===== src/modulo_timer_pkg.sv =====
/*
 * Constants and types shared by the small modulo timer: register offsets,
 * field positions, reset values and the control carrier.
 * Assumes a 32-bit Avalon-MM register bus with byte addresses.
 */
`default_nettype none

package modulo_timer_pkg;

    // ------------------------------------------------------------------
    // Register byte offsets
    // ------------------------------------------------------------------
    localparam logic [3:0] STATUS_CTRL_OFS = 4'h0;
    localparam logic [3:0] CLOCK_CFG_OFS   = 4'h4;
    localparam logic [3:0] COUNT_OFS       = 4'h8;
    localparam logic [3:0] MODULO_OFS      = 4'hc;

    // ------------------------------------------------------------------
    // Field positions
    // ------------------------------------------------------------------
    localparam int OVF_FLAG_BIT  = 7;
    localparam int OVF_IE_BIT    = 6;
    localparam int CNT_RST_BIT   = 5;
    localparam int HALT_BIT      = 4;
    localparam int SRC_LSB       = 4;
    localparam int PS_LSB        = 0;

    // ------------------------------------------------------------------
    // Values and counts
    // ------------------------------------------------------------------
    localparam logic [7:0]  COUNT_RESET   = 8'h00;
    localparam logic [7:0]  MODULO_RESET  = 8'h00;
    localparam logic [7:0]  FREE_RUN_TOP  = 8'hff;
    localparam logic [3:0]  PS_MAX        = 4'h8;
    localparam logic [31:0] UNMAPPED_READ = 32'h0000_0000;

    typedef enum logic [1:0] {
        SRC_BUS_CLK   = 2'h0,
        SRC_FIXED     = 2'h1,
        SRC_PIN_RISE  = 2'h2,
        SRC_PIN_FALL  = 2'h3
    } clk_src_t;

    typedef struct packed {
        logic       ovf_ie;
        logic       counter_halt_bit;
        clk_src_t   src;
        logic [3:0] ps;
    } ctrl_t;

    localparam ctrl_t CTRL_RESET = '{ovf_ie: 1'b0, counter_halt_bit: 1'b1, src: SRC_BUS_CLK, ps: 4'h0};

endpackage

`default_nettype wire


===== src/small_modulo_timer.sv =====
/*
 * Small modulo timer: 8-bit up-counter with selectable clock source,
 * power-of-two prescaler, software counter reset and halt, overflow flag
 * and overflow interrupt, reached over an Avalon-MM slave with waitrequest.
 * Assumes core_clk at 50 MHz, the fixed-frequency clock and the external
 * timer clock pin slower than a quarter of core_clk, and low-power mode levels
 * driven by logic on core_clk.
 */
`timescale 1ns/1ps
`default_nettype none

// Functional notes
// RL1: 8-bit up-counter, free running or wrapping at a programmable modulo limit.
// RL2: Overflow interrupt leaves the block only when its enable is set.
// RL3: Writing the counter reset bit clears the counter to zero.
// RL4: Halt bit stops counting while keeping the counter value.
// RL5: Source is bus clock, fixed clock, pin rising or pin falling edge.
// RL6: Only the selected pin edge polarity is counted.
// RL7: Prescaler divides by a power of two from 1 to 256.
// RL8: Counting continues in wait mode when it was enabled.
// RL9: Enabled overflow interrupt stays active during wait mode to wake the core.
// RL10: Software should halt the counter before wait when no wake-up is needed.
// RL11: Timer is disabled in every stop mode.
// RL12: Stop exit by reset gives reset state; interrupt exit resumes held count.
// RL13: Background debug suspends counting; resume unless counter reset or modulo written.
// RL14: Reaching the limit, next counted edge wraps to zero and sets overflow flag.
module small_modulo_timer (
    input  wire logic        core_clk,                // 50 MHz bus clock
    input  wire logic        arst_n,                  // Asynchronous reset, active low
    input  wire logic [3:0]  avs_address,             // Byte address
    input  wire logic        avs_read,                // Read request
    input  wire logic        avs_write,               // Write request
    input  wire logic [31:0] avs_writedata,           // Write data
    input  wire logic [3:0]  avs_byteenable,          // Byte enables
    output logic      [31:0] avs_readdata,            // Read data
    output logic             avs_waitrequest,         // Wait request
    input  wire logic        fixed_frequency_clock,   // Fixed-frequency clock, asynchronous
    input  wire logic        external_timer_clock_pin,// External timer clock pin, asynchronous
    input  wire logic        stop_mode,               // Core is in a stop mode
    input  wire logic        stop_exit_reset,         // Pulse: stop left through a reset path
    input  wire logic        debug_active,            // Background debug mode active
    output logic             overflow_irq             // Overflow interrupt request, active high
);

    // ------------------------------------------------------------------
    // State
    // ------------------------------------------------------------------
    logic [2:0]                 fix_sync_q, fix_sync_d;
    logic [2:0]                 pin_sync_q, pin_sync_d;
    logic                       fix_lvl_q, fix_lvl_d;
    logic                       pin_lvl_q, pin_lvl_d;
    modulo_timer_pkg::ctrl_t    ctrl_q, ctrl_d;
    logic [7:0]                 modulo_limit_value_q, modulo_limit_value_d;
    logic [7:0]                 count_q, count_d;
    logic [7:0]                 pre_q, pre_d;
    logic                       ovf_flag_q, ovf_flag_d;
    logic                       irq_q, irq_d;
    logic                       wait_q, wait_d;
    logic [31:0]                rdata_q, rdata_d;

    logic                       req;
    logic                       accept;
    logic                       wr_lo;
    logic                       src_tick;
    logic                       pre_tick;
    logic                       run;
    logic [3:0]                 ps_eff;
    logic [7:0]                 pre_mask;
    logic [7:0]                 limit;
    logic                       cnt_clear;

    // ------------------------------------------------------------------
    // Next-state logic
    // ------------------------------------------------------------------
    always_comb begin
        req    = avs_read | avs_write;
        accept = req & ~wait_q;
        wr_lo  = accept & avs_write & avs_byteenable[0];

        // Async inputs: a change counts once stages two and three agree.
        fix_sync_d = {fix_sync_q[1:0], fixed_frequency_clock};
        pin_sync_d = {pin_sync_q[1:0], external_timer_clock_pin};
        fix_lvl_d  = (fix_sync_q[1] == fix_sync_q[2]) ? fix_sync_q[2] : fix_lvl_q;
        pin_lvl_d  = (pin_sync_q[1] == pin_sync_q[2]) ? pin_sync_q[2] : pin_lvl_q;

        case (ctrl_q.src)                                                       // RL5
            modulo_timer_pkg::SRC_BUS_CLK:  src_tick = 1'b1;
            modulo_timer_pkg::SRC_FIXED:    src_tick = fix_lvl_d & ~fix_lvl_q;
            modulo_timer_pkg::SRC_PIN_RISE: src_tick = pin_lvl_d & ~pin_lvl_q;  // RL6
            modulo_timer_pkg::SRC_PIN_FALL: src_tick = ~pin_lvl_d & pin_lvl_q;  // RL6
            default:                        src_tick = 1'b0;
        endcase

        ps_eff   = (ctrl_q.ps > modulo_timer_pkg::PS_MAX) ? modulo_timer_pkg::PS_MAX : ctrl_q.ps;
        pre_mask = ~(8'hff << ps_eff);                                          // RL7

        // Wait mode does not gate counting; stop, debug and halt do.
        run      = ~ctrl_q.counter_halt_bit & ~stop_mode & ~debug_active;       // RL4 RL8 RL11 RL13
        pre_tick = run & src_tick & ((pre_q & pre_mask) == pre_mask);           // RL7
        limit    = (modulo_limit_value_q == 8'h00) ? modulo_timer_pkg::FREE_RUN_TOP
                                                   : modulo_limit_value_q;      // RL1

        ctrl_d               = ctrl_q;
        modulo_limit_value_d = modulo_limit_value_q;
        count_d              = count_q;
        pre_d                = pre_q;
        ovf_flag_d           = ovf_flag_q;
        cnt_clear            = 1'b0;

        if (run && src_tick) begin
            pre_d = pre_q + 8'h01;
        end

        if (pre_tick) begin
            if (count_q == limit) begin                                         // RL14
                count_d = modulo_timer_pkg::COUNT_RESET;
            end else begin
                count_d = count_q + 8'h01;                                      // RL1
            end
        end

        if (wr_lo) begin
            case (avs_address)
                modulo_timer_pkg::STATUS_CTRL_OFS: begin
                    if (!avs_writedata[modulo_timer_pkg::OVF_FLAG_BIT]) begin
                        ovf_flag_d = 1'b0;
                    end
                    ctrl_d.ovf_ie           = avs_writedata[modulo_timer_pkg::OVF_IE_BIT];
                    ctrl_d.counter_halt_bit = avs_writedata[modulo_timer_pkg::HALT_BIT];       // RL4
                    cnt_clear               = avs_writedata[modulo_timer_pkg::CNT_RST_BIT];    // RL3 RL13
                end
                modulo_timer_pkg::CLOCK_CFG_OFS: begin
                    ctrl_d.src = modulo_timer_pkg::clk_src_t'(avs_writedata[modulo_timer_pkg::SRC_LSB +: 2]);
                    ctrl_d.ps  = avs_writedata[modulo_timer_pkg::PS_LSB +: 4];
                end
                modulo_timer_pkg::MODULO_OFS: begin
                    modulo_limit_value_d = avs_writedata[7:0];
                    cnt_clear            = 1'b1;                                // RL13
                end
                default: begin
                end
            endcase
        end

        if (cnt_clear) begin
            count_d = modulo_timer_pkg::COUNT_RESET;                            // RL3
            pre_d   = 8'h00;
        end

        // A wrap in the same cycle as a software clear keeps the flag set.
        if (pre_tick && count_q == limit) begin
            ovf_flag_d = 1'b1;                                                  // RL14
        end

        // Stop exits by reset return control, modulo, count, prescaler and overflow flag to their reset state.
        if (stop_exit_reset) begin                                              // RL12
            ctrl_d               = modulo_timer_pkg::CTRL_RESET;
            modulo_limit_value_d = modulo_timer_pkg::MODULO_RESET;
            count_d              = modulo_timer_pkg::COUNT_RESET;
            pre_d                = 8'h00;
            ovf_flag_d           = 1'b0;
        end

        irq_d = ovf_flag_d & ctrl_d.ovf_ie;                                     // RL2 RL9

        // Bus: waitrequest drops one cycle after a request, data stands then.
        wait_d  = ~(req & wait_q);
        rdata_d = modulo_timer_pkg::UNMAPPED_READ;
        case (avs_address)
            modulo_timer_pkg::STATUS_CTRL_OFS: begin
                rdata_d[modulo_timer_pkg::OVF_FLAG_BIT] = ovf_flag_q;
                rdata_d[modulo_timer_pkg::OVF_IE_BIT]   = ctrl_q.ovf_ie;
                rdata_d[modulo_timer_pkg::HALT_BIT]     = ctrl_q.counter_halt_bit;
            end
            modulo_timer_pkg::CLOCK_CFG_OFS: begin
                rdata_d[modulo_timer_pkg::SRC_LSB +: 2] = ctrl_q.src;
                rdata_d[modulo_timer_pkg::PS_LSB +: 4]  = ctrl_q.ps;
            end
            modulo_timer_pkg::COUNT_OFS:  rdata_d[7:0] = count_q;
            modulo_timer_pkg::MODULO_OFS: rdata_d[7:0] = modulo_limit_value_q;
            default:                      rdata_d      = modulo_timer_pkg::UNMAPPED_READ;
        endcase
        if (!(avs_read && wait_q)) begin
            rdata_d = rdata_q;
        end
    end

    // ------------------------------------------------------------------
    // Registers
    // ------------------------------------------------------------------
    always_ff @(posedge core_clk or negedge arst_n) begin
        if (!arst_n) begin
            fix_sync_q           <= 3'h0;
            pin_sync_q           <= 3'h0;
            fix_lvl_q            <= 1'b0;
            pin_lvl_q            <= 1'b0;
            ctrl_q               <= modulo_timer_pkg::CTRL_RESET;
            modulo_limit_value_q <= modulo_timer_pkg::MODULO_RESET;
            count_q              <= modulo_timer_pkg::COUNT_RESET;
            pre_q                <= 8'h00;
            ovf_flag_q           <= 1'b0;
            irq_q                <= 1'b0;
            wait_q               <= 1'b1;
            rdata_q              <= modulo_timer_pkg::UNMAPPED_READ;
        end else begin
            fix_sync_q           <= fix_sync_d;
            pin_sync_q           <= pin_sync_d;
            fix_lvl_q            <= fix_lvl_d;
            pin_lvl_q            <= pin_lvl_d;
            ctrl_q               <= ctrl_d;
            modulo_limit_value_q <= modulo_limit_value_d;
            count_q              <= count_d;
            pre_q                <= pre_d;
            ovf_flag_q           <= ovf_flag_d;
            irq_q                <= irq_d;
            wait_q               <= wait_d;
            rdata_q              <= rdata_d;
        end
    end

    assign avs_readdata    = rdata_q;
    assign avs_waitrequest = wait_q;
    assign overflow_irq    = irq_q;

endmodule // small_modulo_timer

`default_nettype wire


===== config.mk =====
export PLATFORM = sky130hd
export DESIGN_NAME = small_modulo_timer
export DESIGN_NICKNAME = d
export VERILOG_FILES = /design/src/modulo_timer_pkg.sv /design/src/small_modulo_timer.sv
export SDC_FILE = /design/constraint.sdc
export NUM_CORES = 1
export LEC_CHECK = 0
export ABC_AREA = 1
export BUFFER_PORTS_ARGS = -buffer_cell sky130_fd_sc_hd__buf_2
export CORE_MARGIN = 2
export CORE_UTILIZATION = 23
export CTS_CLUSTER_SIZE = 8
export DETAILED_ROUTE_END_ITERATION = 16
export GPL_ROUTABILITY_DRIVEN = 0
export GPL_TIMING_DRIVEN = 0
export HOLD_SLACK_MARGIN = 0.12
export SLEW_MARGIN = 10
export SYNTH_ARGS = -nofsm -noshare
export SYNTH_HDL_FRONTEND = slang
export SYNTH_SLANG_ARGS = --single-unit
export TNS_END_PERCENT = 5

===== constraint.sdc =====
create_clock -name core_clk -period 2 [get_ports core_clk]
set_input_delay 0 -clock core_clk [delete_from_list [all_inputs] [get_ports core_clk]]
set_output_delay 0 -clock core_clk [all_outputs]
set_load 0.01 [all_outputs]

==> run_results.csv <==
group,metric,value,unit
synthesis,syn_area,2932,um^2
sta,hold_viol,0,
floorplan,floorplan.initialDensity,23.42,%
critical_path,slowest_delay,0.45,ns
synthesis,post_synth_mux_area_share,0,%
sta,setup_viol,0,
critical_path,worst_ep_arrival_time,1.86,ns
detailed_routing,drtPass1Iterations,4,
synthesis,synth-compound-area-share,13.66,%
grt,grt_remaining_overflow,0,
critical_path,crit_top_cell,"nand2_1",
sta,timing.fmax,595.8,MHz
detailed_routing,vias_per_cell,4.247,
layout,drive_above_1_share,20.48,%
sta,fin_hold_ws,0.1729,ns
power_and_ir_drop,ir_worst_vdd,0.0002740,V
clock_tree,cts_setup_buffers,0,
sta,min_period_over_period,83.92,%
floorplan,ios,83,
place,dp_hpwl,5308,um
critical_path,crit_family,"simple AND/OR/NAND/NOR gates",
critical_path,setup.worst_path.end_class,"flip-flop",
detailed_routing,postRouteAntennaNets,0,
status,status,"finished clean",
synthesis,synth-seq-cells,51,
min_path,hp-class,"input port to flip-flop",
clock_tree,clkLatencyLatePin,0.29,ns
floorplan,dieArea,13660,um^2
floorplan,core,12520,um^2
grt,grt_pass1_vias,2506,
critical_path,cp_data_required_time,2.18,ns
synthesis,synth_top_family_by_area,"simple AND/OR/NAND/NOR gates",
clock_tree,tritoncts,"yes",
sta,worst_pin_slew,0.6611,ns
clock_tree,htree_levels,2,
floorplan,die_width,116.9,um
critical_path,path_cells,"inv_2 -> nand3_2 -> o21ai_1 -> nand2_1 -> nor2_1 -> nand2_1 -> o21ai_4 -> inv_2 -> nand2_1 -> nand2_1",
synthesis,syn_inst,383,
sta,clock-skew-final,0.006542,ns
synthesis,synth-main-ff-cell,"dfrtp_1",
layout,fill_cells,1344,
sta,final.min_clock_period,1.678,ns
critical_path,crit_end,"count_q[1]",
synthesis,ys_seq_area_share,43.62,%
floorplan,row_count,41,
layout,nets,509,
critical_path,reg2reg_depth,10,
place,portBuffers,31,
critical_path,reg2reg_from,"ctrl_q[3]",
synthesis,synth-xor-area-share,1.195,%
synthesis,yosysTopAreaCellShare,41.83,%
synthesis,synth_area_per_cell,7.654,um^2
clock_tree,cts_root_buf,"clkbuf_16",
critical_path,critPathSlowestCell,"dfrtp_1",
detailed_routing,wl,6903,um
clock_tree,clockBufferDepth,2,
synthesis,synth-async-reset-ratio,100.0,%
critical_path,crit_cells,10,
detailed_routing,vias,2680,
sta,maxSlewHeadroom,55.92,%
synthesis,synthTopCellsByArea,"dfrtp_1 42%, nand2_1 10%, buf_4 6.1%, inv_1 6.0%, o21ai_0 5.8%",
grt,grt_max_degree,52,
clock_tree,cts_made_buffers,5,
synthesis,synth_edf_count,0,
power_and_ir_drop,p_per_area,666.3,nW/um^2
synthesis,ys.warnings.count,0,
detailed_routing,wl_per_cell,10.94,um
critical_path,rrSetupSlack,0.32,ns
synthesis,synth_common_cells,"81 x nand2_1, 49 x dfrtp_1, 47 x inv_1",
power_and_ir_drop,leakage,0.001811,uW
clock_tree,clkSinkCount,51,
synthesis,synth_cell_types,37,
sta,setup_tns,0,ns
critical_path,startpoint,"ctrl_q[3]",
sta,slew_violations,0,
layout,area_growth,26.33,%
grt,grt_pass1_wl,11490,um
synthesis,synth-simple-area-share,26.46,%
synthesis,synthAdderAreaFrac,1.195,%
synthesis,synth.most_common_cell,"nand2_1",
layout,diodes,0,
grt,antenna_found_initial,0,
detailed_routing,remaining_drc_errors,0,
clock_tree,cts_resized,0,
critical_path,path_max_fanout,9,
detailed_routing,drtIter0Drc,115,
critical_path,crit_type,"flip-flop to flip-flop",
critical_path,startpoint_type,"flip-flop",
critical_path,critPathBufInv,2,
floorplan,die_h,116.9,um
flow_run,maxCapViolCount,0,
sta,rsz0062_at_grt,"false",
critical_path,r2r_end,"count_q[1]",
clock_tree,hold_buffers,14,
synthesis,synth_top_area_cell,"dfrtp_1",
clock_tree,clkSlewWorstSetupHoldPaths,0.07,ns
grt,track_usage,10.58,%
==> metal layers <==
layer / up-vias / track usage, % / wire length, um
met5: - / 0 / 0
met4: 0 / 2.667 / 76
met3: 8 / 2.214 / 350
met2: 69 / 18.07 / 3291
met1: 1253 / 13.72 / 3184
li1: 1350 / - / -
==> cells in the final DEF, fill, tap and decap left out, types with 2 or more instances in the layout <==
master         netlist  layout
o22ai_1              8       8
clkbuf_1             2       2
o21ai_0             34      34
inv_1               47      47
inv_2                8       8
nor3_2               2       2
nor2_1              30      30
nand4_1              6       6
a221oi_1             4       4
ha_1                 2       2
buf_2                1      31
dfrtp_1             49      49
a21oi_1             16      16
nor2_2               6       6
dfstp_2              2       2
nand3_2              3       3
nand2_1             81      81
xor2_1               3       3
buf_4               24      25
nand3_1             28      28
nand2_2              5       5
nor3_1               6       6
dlygate4sd3_1        0      14
clkbuf_16            0       5
o21ai_1              2       2
conb_1               1      24
==> worst min-delay path, cell delays in order <==
cell and delay, ns:
buf_2 0.08, nor2_2 0.05, nand3_2 0.18, o22ai_1 0.12
==> power breakdown <==
group          total, uW  switching, uW  internal [uW]
Sequential          1100           34.5           1070
Clock                992            395            597
Combinational        373            225            148
Total               2470            654           1810
==> layout make-up <==
type / instances / area, um^2 / area share, %
Clock inverter: 3 / 47.55 / 1.284
Sequential cell: 51 / 1279 / 34.53
Buffer: 27 / 192.7 / 5.203
Inverter: 56 / 210.2 / 5.676
Timing Repair Buffer: 45 / 297.8 / 8.041
Clock buffer: 5 / 125.1 / 3.378
Multi-Input combinational cell: 272 / 1336 / 36.08
Tap cell: 172 / 215.2 / 5.811
==> worst min path at each step <==
stage / from / depth (start not counted) / end
after floorplan: arst_n / 0 / avs_readdata[0]
after CTS: avs_address[0] / 4 / modulo_limit_value_q[3]
after global routing: avs_address[3] / 3 / modulo_limit_value_q[5]
final: avs_address[0] / 4 / modulo_limit_value_q[3]
after detailed placement: external_timer_clock_pin / 1 / pin_sync_q[0]
after global placement: external_timer_clock_pin / 1 / pin_sync_q[0]
==> per-stage QoR <==
stage	total power (uW)	worst slack, ns	instance area [um^2]	utilization [%]	std cells
floorplan	1365	0.5780	3018	-	406
global placement	1462	0.3539	3388	27.07	609
detailed placement	1470	0.3346	3388	27.07	609
CTS	2491	0.3255	3701	29.57	631
global route	2581	0.1210	3704	29.59	631
finish	2468	0.3216	3704	29.59	631
==> kinds of logic (layout without fill, tap and decap cells) <==
family                     count (synthesis)  in the layout
xor gates and xnor gates                   4              4
and+or+nand+nor                          171            171
adders and majority gates                  3              3
other                                      1             24
DFF                                       51             51
AOI/OAI and AO/OA                         70             70
buffers and inverters                     83            136
==> sequential cells by signal, indices dropped and copies added, names as in the netlist <==
register and flops:
avs_readdata 8, avs_waitrequest 1, count_q 8, ctrl_q 8, fix_lvl_q 1, fix_sync_q 3, modulo_limit_value_q 8, overflow_irq 1
ovf_flag_q 1, pin_lvl_q 1, pin_sync_q 3, pre_q 8
(Power assumes the default switching activity.)
